$ cat src/inc/svd_defines.vh
`ifndef SVD_DEFINES_VH
`define SVD_DEFINES_VH

// register indices; byte address is four times the index
`define SVD_IDX_CTRL 14'h0F2A
`define SVD_IDX_LEVEL 14'h0F2B
`define SVD_IDX_STATUS 14'h0F2C
`define SVD_IDX_MASK 14'h0F2D
`define SVD_IDX_SETTLE 14'h0F2E

// control register fields
`define SVD_CTRL_EN 7
`define SVD_CTRL_OUT 5
`define SVD_CTRL_RDY 4
`define SVD_CTRL_HI 1
`define SVD_CTRL_LO 0

// level register field
`define SVD_LEVEL_MSB 3
`define SVD_LEVEL_RSVD 4'hF

// status and mask fields
`define SVD_ST_EVENT 0
`define SVD_ST_READY 1
`define SVD_ST_W 2

// reset values
`define SVD_CTRL_RST 8'h00
`define SVD_EN_RST 1'b0
`define SVD_LEVEL_RST 4'h0
`define SVD_STATUS_RST 2'h0
`define SVD_MASK_RST 2'h0

// timing
`define SVD_CLK_MHZ 100
`define SVD_SETTLE_NS 10000
`define SVD_CNT_W 16

`endif

$ cat src/rtl/svd_placeholder_none.v
`timescale 1ns/10ps

$ cat src/rtl/svd_ctrl.v
`timescale 1ns/10ps
// Summary of operation
// - detector powered and active only while control bit 7 is one
// - no event flag until the reference settle interval has elapsed after enable
// - settle interval is a time in ns, converted by the clock rate
// - control bit 4 reads one when reference stable and output valid
// - control bit 5 reads one when supply at or below selected limit
// - high-trip enable bit 1 sets event flag when supply above limit
// - low-trip enable bit 0 sets event flag when supply at or below limit
// - clearing flag while condition persists leaves it set
// - in sleep detector keeps running; event flag raises a wake request
// - idle and doze change nothing; detector stays fully active
// - any reset returns registers other than trip level to reset values, detector off
// - 4-bit trip level field, codes 0000 to 1110, 1111 reserved
// - trip level resets to 0000 only on power-on or brown-out reset
// - interrupt only when a status bit (event or ready), its mask bit and global irq enable are set
`include "svd_defines.vh"

module svd_ctrl #(
   parameter integer P_SETTLE_NS = `SVD_SETTLE_NS
) (
   input wire i_mclk, // system clock, 100 MHz
   input wire i_srst, // synchronous reset, any device reset
   input wire i_por_bor, // high with i_srst for power-on or brown-out
   input wire [15:0] i_avs_address, // byte address
   input wire i_avs_read, // read request
   input wire i_avs_write, // write request
   input wire [31:0] i_avs_writedata, // write data
   input wire [3:0] i_avs_byteenable, // byte lanes
   output reg [31:0] o_avs_readdata, // read data
   output wire o_avs_waitrequest, // stall
   input wire i_cmp_low, // analog comparator, 1 = supply at or below limit
   input wire i_ref_stable, // band-gap reference stable
   input wire i_sleep, // device in sleep
   input wire i_idle_doze, // device in idle or doze
   input wire i_global_irq_en, // global interrupt enable
   output reg o_det_enable, // powers comparator and divider
   output reg [3:0] o_level_sel, // trip level to the divider
   output reg o_wake_req, // wake from sleep
   output reg o_irq // level interrupt
);

   localparam integer SETTLE_CYC_RAW = (P_SETTLE_NS * `SVD_CLK_MHZ + 999) / 1000;
   localparam integer SETTLE_CYC_I = (SETTLE_CYC_RAW < 1) ? 1 : SETTLE_CYC_RAW;
   localparam [`SVD_CNT_W-1:0] SETTLE_CYC = SETTLE_CYC_I[`SVD_CNT_W-1:0];

   // one-hot register selects
   localparam [4:0] SEL_NONE = 5'h00;
   localparam [4:0] SEL_CTRL = 5'h01;
   localparam [4:0] SEL_LEVEL = 5'h02;
   localparam [4:0] SEL_STATUS = 5'h04;
   localparam [4:0] SEL_MASK = 5'h08;
   localparam [4:0] SEL_SETTLE = 5'h10;

   function [4:0] svd_decode;
      input [15:0] addr;
      begin
         case (addr[15:2])
            `SVD_IDX_CTRL: svd_decode = SEL_CTRL;
            `SVD_IDX_LEVEL: svd_decode = SEL_LEVEL;
            `SVD_IDX_STATUS: svd_decode = SEL_STATUS;
            `SVD_IDX_MASK: svd_decode = SEL_MASK;
            `SVD_IDX_SETTLE: svd_decode = SEL_SETTLE;
            default: svd_decode = SEL_NONE;
         endcase
      end
   endfunction

   // ---------------- pin synchronisers ----------------
   // three stages plus agree filter; a pin flipping every clock is held off
   wire [1:0] pin_in;
   wire [1:0] pin_f;
   assign pin_in = {i_ref_stable, i_cmp_low};

   genvar gi;
   generate
      for (gi = 0; gi < 2; gi = gi + 1) begin : g_sync
         reg s1_q;
         reg s2_q;
         reg s3_q;
         reg f_q;
         always @(posedge i_mclk) begin
            if (i_srst) begin
               s1_q <= 1'b0;
               s2_q <= 1'b0;
               s3_q <= 1'b0;
               f_q <= 1'b0;
            end else begin
               s1_q <= pin_in[gi];
               s2_q <= s1_q;
               s3_q <= s2_q;
               // change taken only once two stages agree
               if (s2_q == s3_q) begin
                  f_q <= s3_q;
               end
            end
         end
         assign pin_f[gi] = f_q;
      end
   endgenerate

   wire cmp_low_f;
   wire ref_stable_f;
   assign cmp_low_f = pin_f[0];
   assign ref_stable_f = pin_f[1];

   // ---------------- bus slave ----------------
   reg ack_q;
   wire access;
   wire [4:0] sel;
   wire wr_ok;
   wire wr_lane0;
   assign access = i_avs_read | i_avs_write;
   assign sel = svd_decode(i_avs_address);
   assign o_avs_waitrequest = access & ~ack_q;
   // writes land at the edge where waitrequest is low
   assign wr_lane0 = i_avs_write & ack_q & i_avs_byteenable[0];
   assign wr_ok = wr_lane0;

   always @(posedge i_mclk) begin
      if (i_srst) begin
         ack_q <= 1'b0;
      end else begin
         ack_q <= access & ~ack_q;
      end
   end

   // ---------------- registers ----------------
   reg en_q;
   reg hi_en_q;
   reg lo_en_q;
   reg [3:0] level_q;
   reg [`SVD_ST_W-1:0] status_q;
   reg [`SVD_ST_W-1:0] mask_q;
   reg [`SVD_CNT_W-1:0] cnt_q;
   reg ready_q;

   wire [7:0] wbyte;
   assign wbyte = i_avs_writedata[7:0];

   always @(posedge i_mclk) begin
      if (i_srst) begin
         en_q <= `SVD_EN_RST;
         hi_en_q <= 1'b0;
         lo_en_q <= 1'b0;
      end else if (wr_ok && sel == SEL_CTRL) begin
         en_q <= wbyte[`SVD_CTRL_EN];
         hi_en_q <= wbyte[`SVD_CTRL_HI];
         lo_en_q <= wbyte[`SVD_CTRL_LO];
      end
   end

   // level survives resets other than power-on and brown-out
   always @(posedge i_mclk) begin
      if (i_srst) begin
         if (i_por_bor) begin
            level_q <= `SVD_LEVEL_RST;
         end
      end else if (wr_ok && sel == SEL_LEVEL) begin
         // reserved code is not accepted
         if (wbyte[`SVD_LEVEL_MSB:0] != `SVD_LEVEL_RSVD) begin
            level_q <= wbyte[`SVD_LEVEL_MSB:0];
         end
      end
   end

   always @(posedge i_mclk) begin
      if (i_srst) begin
         mask_q <= `SVD_MASK_RST;
      end else if (wr_ok && sel == SEL_MASK) begin
         mask_q <= wbyte[`SVD_ST_W-1:0];
      end
   end

   // ---------------- settle timer ----------------
   // counts from each enable; restarts whenever the detector is turned off
   // limitation: clock rate is a build constant, another clock needs a rebuild
   wire settled;
   assign settled = (cnt_q == SETTLE_CYC);

   always @(posedge i_mclk) begin
      if (i_srst) begin
         cnt_q <= {`SVD_CNT_W{1'b0}};
      end else if (!en_q) begin
         cnt_q <= {`SVD_CNT_W{1'b0}};
      end else if (!settled) begin
         cnt_q <= cnt_q + {{(`SVD_CNT_W-1){1'b0}}, 1'b1};
      end
   end

   // ready needs both the elapsed time and the reference's own indication
   wire ready_d;
   assign ready_d = en_q & settled & ref_stable_f;

   always @(posedge i_mclk) begin
      if (i_srst) begin
         ready_q <= 1'b0;
      end else begin
         ready_q <= ready_d;
      end
   end

   // ---------------- event detection ----------------
   // power mode inputs deliberately not used: idle and doze keep events running
   // comparator seen through the filter, so trips lag the pin by about four clocks
   wire trip_hi;
   wire trip_lo;
   wire trip;
   assign trip_hi = hi_en_q & ~cmp_low_f;
   assign trip_lo = lo_en_q & cmp_low_f;
   assign trip = en_q & ready_q & (trip_hi | trip_lo);

   wire ready_rise;
   reg ready_prev_q;
   assign ready_rise = ready_q & ~ready_prev_q;

   always @(posedge i_mclk) begin
      if (i_srst) begin
         ready_prev_q <= 1'b0;
      end else begin
         ready_prev_q <= ready_q;
      end
   end

   // ready-rise bit lets software poll one register instead of control
   wire [`SVD_ST_W-1:0] st_set;
   wire [`SVD_ST_W-1:0] st_clr;
   assign st_set = {ready_rise, trip};
   assign st_clr = (wr_ok && sel == SEL_STATUS) ? wbyte[`SVD_ST_W-1:0] :
                   {`SVD_ST_W{1'b0}};

   always @(posedge i_mclk) begin
      if (i_srst) begin
         status_q <= `SVD_STATUS_RST;
      end else begin
         // set wins over a clear in the same cycle
         status_q <= (status_q & ~st_clr) | st_set;
      end
   end

   // ---------------- outputs ----------------
   always @(posedge i_mclk) begin
      if (i_srst) begin
         o_det_enable <= 1'b0;
         o_level_sel <= `SVD_LEVEL_RST;
         o_wake_req <= 1'b0;
         o_irq <= 1'b0;
      end else begin
         o_det_enable <= en_q;
         o_level_sel <= level_q;
         // wake needs no global enable; only vectoring depends on it
         o_wake_req <= i_sleep & en_q & status_q[`SVD_ST_EVENT];
         // mask and global enable only gate the line; the flag itself is kept
         o_irq <= i_global_irq_en & |(status_q & mask_q);
      end
   end

   // ---------------- read mux ----------------
   // unmapped reads return zero rather than stalling the bus
   reg [7:0] rbyte;
   always @* begin
      rbyte = 8'h00;
      case (sel)
         SEL_CTRL: begin
            rbyte[`SVD_CTRL_EN] = en_q;
            rbyte[`SVD_CTRL_OUT] = en_q & cmp_low_f;
            rbyte[`SVD_CTRL_RDY] = ready_q;
            rbyte[`SVD_CTRL_HI] = hi_en_q;
            rbyte[`SVD_CTRL_LO] = lo_en_q;
         end
         SEL_LEVEL: begin
            rbyte[`SVD_LEVEL_MSB:0] = level_q;
         end
         SEL_STATUS: begin
            rbyte[`SVD_ST_W-1:0] = status_q;
         end
         SEL_MASK: begin
            rbyte[`SVD_ST_W-1:0] = mask_q;
         end
         SEL_SETTLE: begin
            // saturating view; full count only matters as progress
            rbyte = (cnt_q > 16'h00FF) ? 8'hFF : cnt_q[7:0];
         end
         default: begin
            rbyte = 8'h00;
         end
      endcase
   end

   // data captured in the wait cycle, held through the completing edge
   always @(posedge i_mclk) begin
      if (i_srst) begin
         o_avs_readdata <= 32'h00000000;
      end else if (i_avs_read && !ack_q) begin
         o_avs_readdata <= {24'h000000, rbyte};
      end
   end

   // idle/doze indication kept only for the record of power state
   wire unused_mode;
   assign unused_mode = i_idle_doze;

endmodule

$ cat config.mk
export PLATFORM = sky130hd
export DESIGN_NAME = svd_ctrl
export DESIGN_NICKNAME = d
export VERILOG_FILES = /design/src/rtl/svd_placeholder_none.v /design/src/rtl/svd_ctrl.v
export VERILOG_INCLUDE_DIRS = /design/src /design/src/inc
export SDC_FILE = /design/constraint.sdc
export NUM_CORES = 1
export LEC_CHECK = 0
export BUFFER_PORTS_ARGS = -buffer_cell sky130_fd_sc_hd__buf_2
export CORE_MARGIN = 2
export CORE_UTILIZATION = 52
export DETAILED_ROUTE_END_ITERATION = 10
export GPL_TIMING_DRIVEN = 0
export PLACE_DENSITY = 0.85
export RECOVER_POWER = 50
export SYNTH_ARGS = -nofsm -noshare
export SYNTH_HDL_FRONTEND = slang
export SYNTH_SLANG_ARGS = --single-unit
$ cat constraint.sdc
create_clock -name i_mclk -period 4.19 [get_ports i_mclk]
set_clock_uncertainty 0.15 [all_clocks]
set_input_delay 0 -clock i_mclk [delete_from_list [all_inputs] [get_ports i_mclk]]
set_output_delay 0 -clock i_mclk [all_outputs]
set_load 0.02 [all_outputs]
==> flow_summary.toml, run 1 <==
[critical_path]
crit_type = "in -> reg"
cpLargestDelayFamily = "buffers and inverters"
worst_setup_path_start_kind = "primary input"
crit_path_cell_trace = "dlygate4sd3_1, buf_2, nand3b_1, nor4_1, nand3_1, o21ai_0"
cp.arrival_ns = 1.96
path_buf_inv = 2
path_max_fanout = 10
required_ns = 4.00
max_stage_delay_ns = 0.54
endpoint_kind = "flip-flop"
slowest_stage = "dlygate4sd3_1"

[logic_synthesis]
yosysUniqueCellTypes = 48
ys_seq_area_share_pct = 43.5
syn-mean-instance-area_um2 = 8.94
synth_top_flop_cell = "dfxtp_1"
synth_enable_flop_cells = 4
ys_warn_count = 0
async_flop_share_pct = 0
ys_ff_latch = 53
netlist_area_um2 = 2530
postSynthCellCount = 283

[global_route]
track_usage_pct = 22.1
grt_pass1_wl_um = 9140
antenna_found_initial = 0
grt_max_degree = 16
grt_pass1_vias = 1991
gr-total-overflow = 0

[clocking]
clock_sinks = 53
post_cts_buffers = 0
root_buffer = "clkbuf_8"
tritoncts = "yes"
clkTransAtPathRegs_ns = 0.09
clock_path_buffers = 2
holdBufCountCts = 14
cts_buffers = 5
worstSkewPairLatency_ns = 0.32
cts_max_level = 2
cts_resized = 0

[timing]
setup_tns_ns = 0
rsz0062_at_grt = "no"
hold_violations = 0
slew_headroom_pct = 54.7
post-route-worst-setup-slack_ns = 2.05
fmaxAchievable_ghz = 0.467
period_share_pct = 51.2
setup_viol = 0
max_slew.worst_pin.slew_ns = 0.674
fin_crit_ns = 2.14
slew_violations = 0

[routing]
ant_nets = 0
wirelength_um = 5720
drt_first_pass_iters = 5
via_per_inst = 5.28
routedWlPerCell_um = 13.1
drt_iter0_drc = 214
drcViolationCount = 0
vias = 2312

[pwr]
p_leak_uw = 0.00121
irDropWorstVdd_mv = 0.155
pwr_density_cell_nw_per_um2 = 299

[floorplan]
die-area_um2 = 5440
start_util_pct = 53.6
die_h_um = 73.8
io_pins = 102
num_rows = 25
core-area_um2 = 4720
die_w_um = 73.8

[layout]
fin_cells = 438
n_antenna_cell = 0
layout.nets = 434
drive_gt1_share_pct = 18.9
syn_to_final_growth_pct = 22.9

[status]
outcome = "complete, no violations"

[placement]
routabilityCongestion = 0.823
dp_slack_ns = 2.02
place_inst = 416
hpwlAfterDp_um = 3890
io_buffers = 43

[job]
cap_violations = 0

[worst_hold_path]
min_path_type = "in -> reg"
-- power by group --
group | internal (µW) | leakage (µW) | switching [µW]
clock network | 116 | 0.0000450 | 168
registers | 523 | 0.000433 | 6.61
logic | 49.5 | 0.000737 | 66.4
total | 688 | 0.00121 | 241
-- state kept, by name, indices dropped and copies added (netlist names), 2 cells and up --
register	flops
level_q	4
g_sync.s1_q	2
status_q	2
o_level_sel	4
o_avs_readdata	8
cnt_q	16
mask_q	2
g_sync.s2_q	2
g_sync.s3_q	2
-- tightest hold or removal path: stages --
cell and delay [ns]:
buf_2 0.13, nand3b_1 0.10, nor4_2 0.08, o21ai_0 0.08, a31oi_1 0.08
-- cell usage after synthesis (4+ instances only) --
library cell	instances	area share [%]
a21oi_1	14	2.8
o21ai_0	20	4.0
clkbuf_1	9	1.3
mux2_2	4	1.8
xor2_1	6	2.1
nor4_1	8	2.0
and3_1	6	1.5
dfxtp_1	49	39
nand2_1	18	2.7
nand3_1	16	3.2
edfxtp_1	4	4.7
nand4b_1	5	1.7
inv_1	6	0.89
nor2b_1	18	4.4
nor3_1	4	0.79
nor2_1	19	2.8
buf_4	25	7.4
-- routing by layer --
| metal | track usage [%] | routed length (µm) | part of all wire (%) |
|---|---|---|---|
| met2 | 36.8 | 2740 | 48 |
| met3 | 5.49 | 372 | 6.5 |
| met5 | 0 | 0 | 0 |
| met4 | 11.5 | 258 | 4.5 |
| met1 | 26.2 | 2350 | 41 |
-- per-stage QoR --
stage / hold WS [ns] / area (µm²) / utilization (%) / power (µW)
finish: 0.0334 / 3110 / 65.9 / 929
global route: 0.0601 / 3110 / 65.9 / 964
CTS: 0.0238 / 3140 / 66.5 / 934
detailed placement: 0.0659 / 2920 / 61.7 / 646
global placement: 0.0589 / 2920 / 61.7 / 645
floorplan: -0.0218 / 2620 / - / 615
-- final timing paths --
kind	from	end	slack, ns	depth (start not counted)
max	i_avs_address[2]	level_q[1]	2.05	6
min	i_avs_address[4]	o_avs_readdata[4]	0.03	5
max reg2reg	ack_q	level_q[1]	2.25	4
min reg2reg	g_sync[1].s1_q	g_sync[1].s2_q	0.29	1
-- cell usage in the layout, fill, tap and decap left out, types with 4 or more instances in the layout --
| cell type | count |
|---|---|
| xor2_1 | 6 |
| nor2_1 | 19 |
| dfxtp_1 | 49 |
| o21ai_0 | 20 |
| buf_4 | 25 |
| clkbuf_8 | 5 |
| nand2_1 | 18 |
| a21oi_1 | 14 |
| edfxtp_1 | 4 |
| nor3_1 | 4 |
| clkbuf_1 | 30 |
| and3_1 | 6 |
| conb_1 | 24 |
| nand3_1 | 17 |
| buf_2 | 26 |
| nor2b_1 | 18 |
| inv_1 | 6 |
| dlygate4sd3_1 | 14 |
| nand4b_1 | 5 |
| nor4_1 | 8 |
-- cell families after synthesis --
| kind of cell | share of synthesized area (%) |
|---|---|
| compound gates | 11.5 |
| xor+xnor | 3.11 |
| fa+ha+maj | 0.988 |
| buf+inv | 10.2 |
| flops | 43.5 |
| mux | 2.17 |
| other cells | 0.148 |
| simple gates | 28.4 |
-- layout make-up --
| type | count | area (µm²) |
|---|---|---|
| tap | 67 | 83.8 |
| clock buffer | 6 | 72.6 |
| inverter | 6 | 22.5 |
| timing repair buffer | 57 | 332 |
| sequential | 53 | 1100 |
| fill | 400 | 1610 |
| clock inverter | 2 | 10.0 |
| buffer | 37 | 235 |
| multi-input combinational | 210 | 1250 |
Note: power is estimated with default switching activity, not from simulation.
==> run 2, diff against run 1 <==
--- a/config.mk
+++ b/config.mk
@@ -6,12 +6,13 @@
 export SDC_FILE = /design/constraint.sdc
 export NUM_CORES = 1
 export LEC_CHECK = 0
+export ABC_AREA = 1
 export BUFFER_PORTS_ARGS = -buffer_cell sky130_fd_sc_hd__buf_2
 export CORE_MARGIN = 2
-export CORE_UTILIZATION = 52
+export CORE_UTILIZATION = 44
 export DETAILED_ROUTE_END_ITERATION = 10
 export GPL_TIMING_DRIVEN = 0
-export PLACE_DENSITY = 0.85
+export PLACE_DENSITY = 0.76
 export RECOVER_POWER = 50
 export SYNTH_ARGS = -nofsm -noshare
 export SYNTH_HDL_FRONTEND = slang
==> constraint.sdc (replaced) <==
create_clock -name i_mclk -period 1.8 [get_ports i_mclk]
set_clock_uncertainty 0.15 [all_clocks]
set_input_delay 0 -clock i_mclk [delete_from_list [all_inputs] [get_ports i_mclk]]
set_output_delay 0 -clock i_mclk [all_outputs]
set_load 0.02 [all_outputs]
==> run 2 against run 1 <==
  * Hold slack lost 0.015 ns
  * Global-route usage shrank 5.4 points
  * Sequential power grew 130%
  * Largest cell class unchanged
  * First-iteration DRC count shrank 15%
  * Critical path depth shrank 1
  * Critical path type unchanged
  * Via count grew 5.8%
==> flow_summary.toml, run 2 <==
[status]
outcome = "complete, no violations"

[critical_path]
cp.arrival_ns = 1.57
endpoint_kind = "flip-flop"
max_stage_delay_ns = 0.54
crit_type = "in -> reg"
crit_path_cell_trace = "dlygate4sd3_1, buf_2, clkbuf_1, buf_1, nor2_1"
required_ns = 1.70
slowest_stage = "dlygate4sd3_1"
path_max_fanout = 10
worst_setup_path_start_kind = "primary input"

[layout]
n_antenna_cell = 0
largest-register = "cnt_q"
multiInputGateArea_um2 = 1210
layout.nets = 529
final-seq-area_um2 = 1100
reg.largest.list = "cnt_q (16), o_avs_readdata (8)"
largest_reg_flops = 16
mostFrequentLayoutCells = "68 x nand2_1, 60 x inv_1, 52 x nor2_1"
drive_gt1_share_pct = 17.8
fin_area_um2 = 3300
syn_to_final_growth_pct = 23.9
n_fill_cell = 567
final_common_cell = "nand2_1"

[routing]
drt_first_pass_iters = 4
wl_met2_um = 2610
drt_iter0_drc = 181
ant_nets = 0
vias = 2446
m1WireLength_um = 2540
top_layer = "met4"
via_per_inst = 4.52
wirelength_um = 5540
met3_length_um = 296
routedWlPerCell_um = 10.2
drcViolationCount = 0

[clocking]
cts_buffers = 5
clkTransAtPathRegs_ns = 0.10
tritoncts = "yes"
post_cts_buffers = 0
root_buffer = "clkbuf_8"
worstSkewPairLatency_ns = 0.31
cts_max_level = 2
clock_path_buffers = 2
clock_sinks = 53

[floorplan]
die_w_um = 81.8
core-area_um2 = 5890
die_h_um = 81.8
io_pins = 102
num_rows = 28
die-area_um2 = 6690
start_util_pct = 45.3

[global_route]
gr-total-overflow = 0
track_usage_pct = 16.7
grt_max_degree = 17
antenna_found_initial = 0
grt_pass1_wl_um = 8820
grt_pass1_vias = 2063

[pwr]
p_leak_uw = 0.00151
irDropWorstVdd_mv = 0.438
pwr_density_cell_nw_per_um2 = 665

[placement]
routabilityCongestion = 0.850
hpwlAfterDp_um = 4220
io_buffers = 44
place_area_um2 = 3060

[logic_synthesis]
yosys-top-cells-area = "dfxtp_1 37%, nand2_1 9.6%, inv_1 8.5%"
yosysUniqueCellTypes = 32
yosysMostFrequentCell = "nand2_1"
ys_seq_area_share_pct = 41.3
synth_top_area_cell = "dfxtp_1"
netlist_area_um2 = 2660
postSynthCellCount = 375
async_flop_share_pct = 0
netlist_top_cells_count = "68 x nand2_1, 60 x inv_1, 53 x nor2_1, 49 x dfxtp_1"
synth_top_flop_cell = "dfxtp_1"
synth_enable_flop_cells = 4
ys_ff_latch = 53
synth_top_area_share_pct = 36.8
ys_warn_count = 0
syn-mean-instance-area_um2 = 7.10

[timing]
setup_tns_ns = 0
setup_viol = 0
hold_violations = 0
fmaxAchievable_ghz = 0.598
slew_violations = 0
period_share_pct = 92.9
rsz0062_at_grt = "no"
fin_crit_ns = 1.67

[worst_hold_path]
min_path_type = "in -> reg"

[job]
cap_violations = 0
run 2: per-stage QoR:
stage | total power [µW] | worst slack, ns | cells | hold slack [ns] | utilization (%)
final | 2190 | 0.128 | 541 | 0.0187 | 56.1
after global placement | 1500 | -0.00822 | 517 | 0.0551 | 52.1
after detailed placement | 1500 | -0.0683 | 517 | 0.0603 | 52.1
after floorplan | 1430 | 0.239 | 398 | -0.0430 | -
after global routing | 2300 | 0.00908 | 541 | 0.0626 | 56.1
after CTS | 2220 | 0.0556 | 541 | 0.0209 | 56.4
run 2: area by class of cell:
cell class | instances | share of cell area, %
multi-input cells | 254 | 36.7
flip-flops and latches | 53 | 33.4
repair buffers | 60 | 10.9
inverters | 62 | 7.05
plain buffers | 29 | 6.14
well taps | 75 | 2.84
clock buffers | 6 | 2.50
clock inverters | 2 | 0.417
run 2: critical path, delay by kind of cell:
family / cells / cell delay, ns
buf+inv: 4 / 1.47
simple gates: 1 / 0.09
run 2: final timing paths:
kind	to	cells past startpoint	slack [ns]	start
setup reg to reg	cnt_q[14]	8	0.18	cnt_q[1]
hold reg to reg	g_sync[1].s2_q	2	0.26	g_sync[1].s1_q
setup / recovery	level_q[2]	5	0.13	i_srst
hold / removal	status_q[1]	6	0.02	i_avs_byteenable[0]
run 2: what timing repair did:
| action | 4_1_cts | 5_1_grt |
|---|---|---|
| pin swaps | 0 | 2 |
| endpoints found under the hold margin | 28 | 4 |
| gates resized for setup | 1 | 4 |
| setup endpoints to repair | 4 | 9 |
| hold buffers | 16 | 1 |
run 2: cells by family (layout without fill, tap and decap cells):
| group | after synthesis | in the layout | synth area share, % |
|---|---|---|---|
| buffers and inverters | 91 | 159 | 16.4 |
| DFF | 53 | 53 | 41.3 |
| and+or+nand+nor | 171 | 171 | 29.4 |
| AOI/OAI and AO/OA | 55 | 55 | 11.0 |
| xor gates and xnor gates | 2 | 2 | 0.658 |
| adders and majority gates | 2 | 2 | 0.939 |
| other | 1 | 24 | 0.141 |
run 2: layer usage:
metal	vias up	track usage [%]
met5	-	0
met4	0	4.50
met2	54	29.3
met1	1080	20.6
met3	10	3.74
li1	1302	-
run 2: power by group:
group	internal, µW	switching (µW)	leakage [µW]	total (µW)
sequential	1210	11.9	0.000434	1230
combinational	111	159	0.00103	270
clock	312	385	0.0000512	697
total	1640	556	0.00151	2190
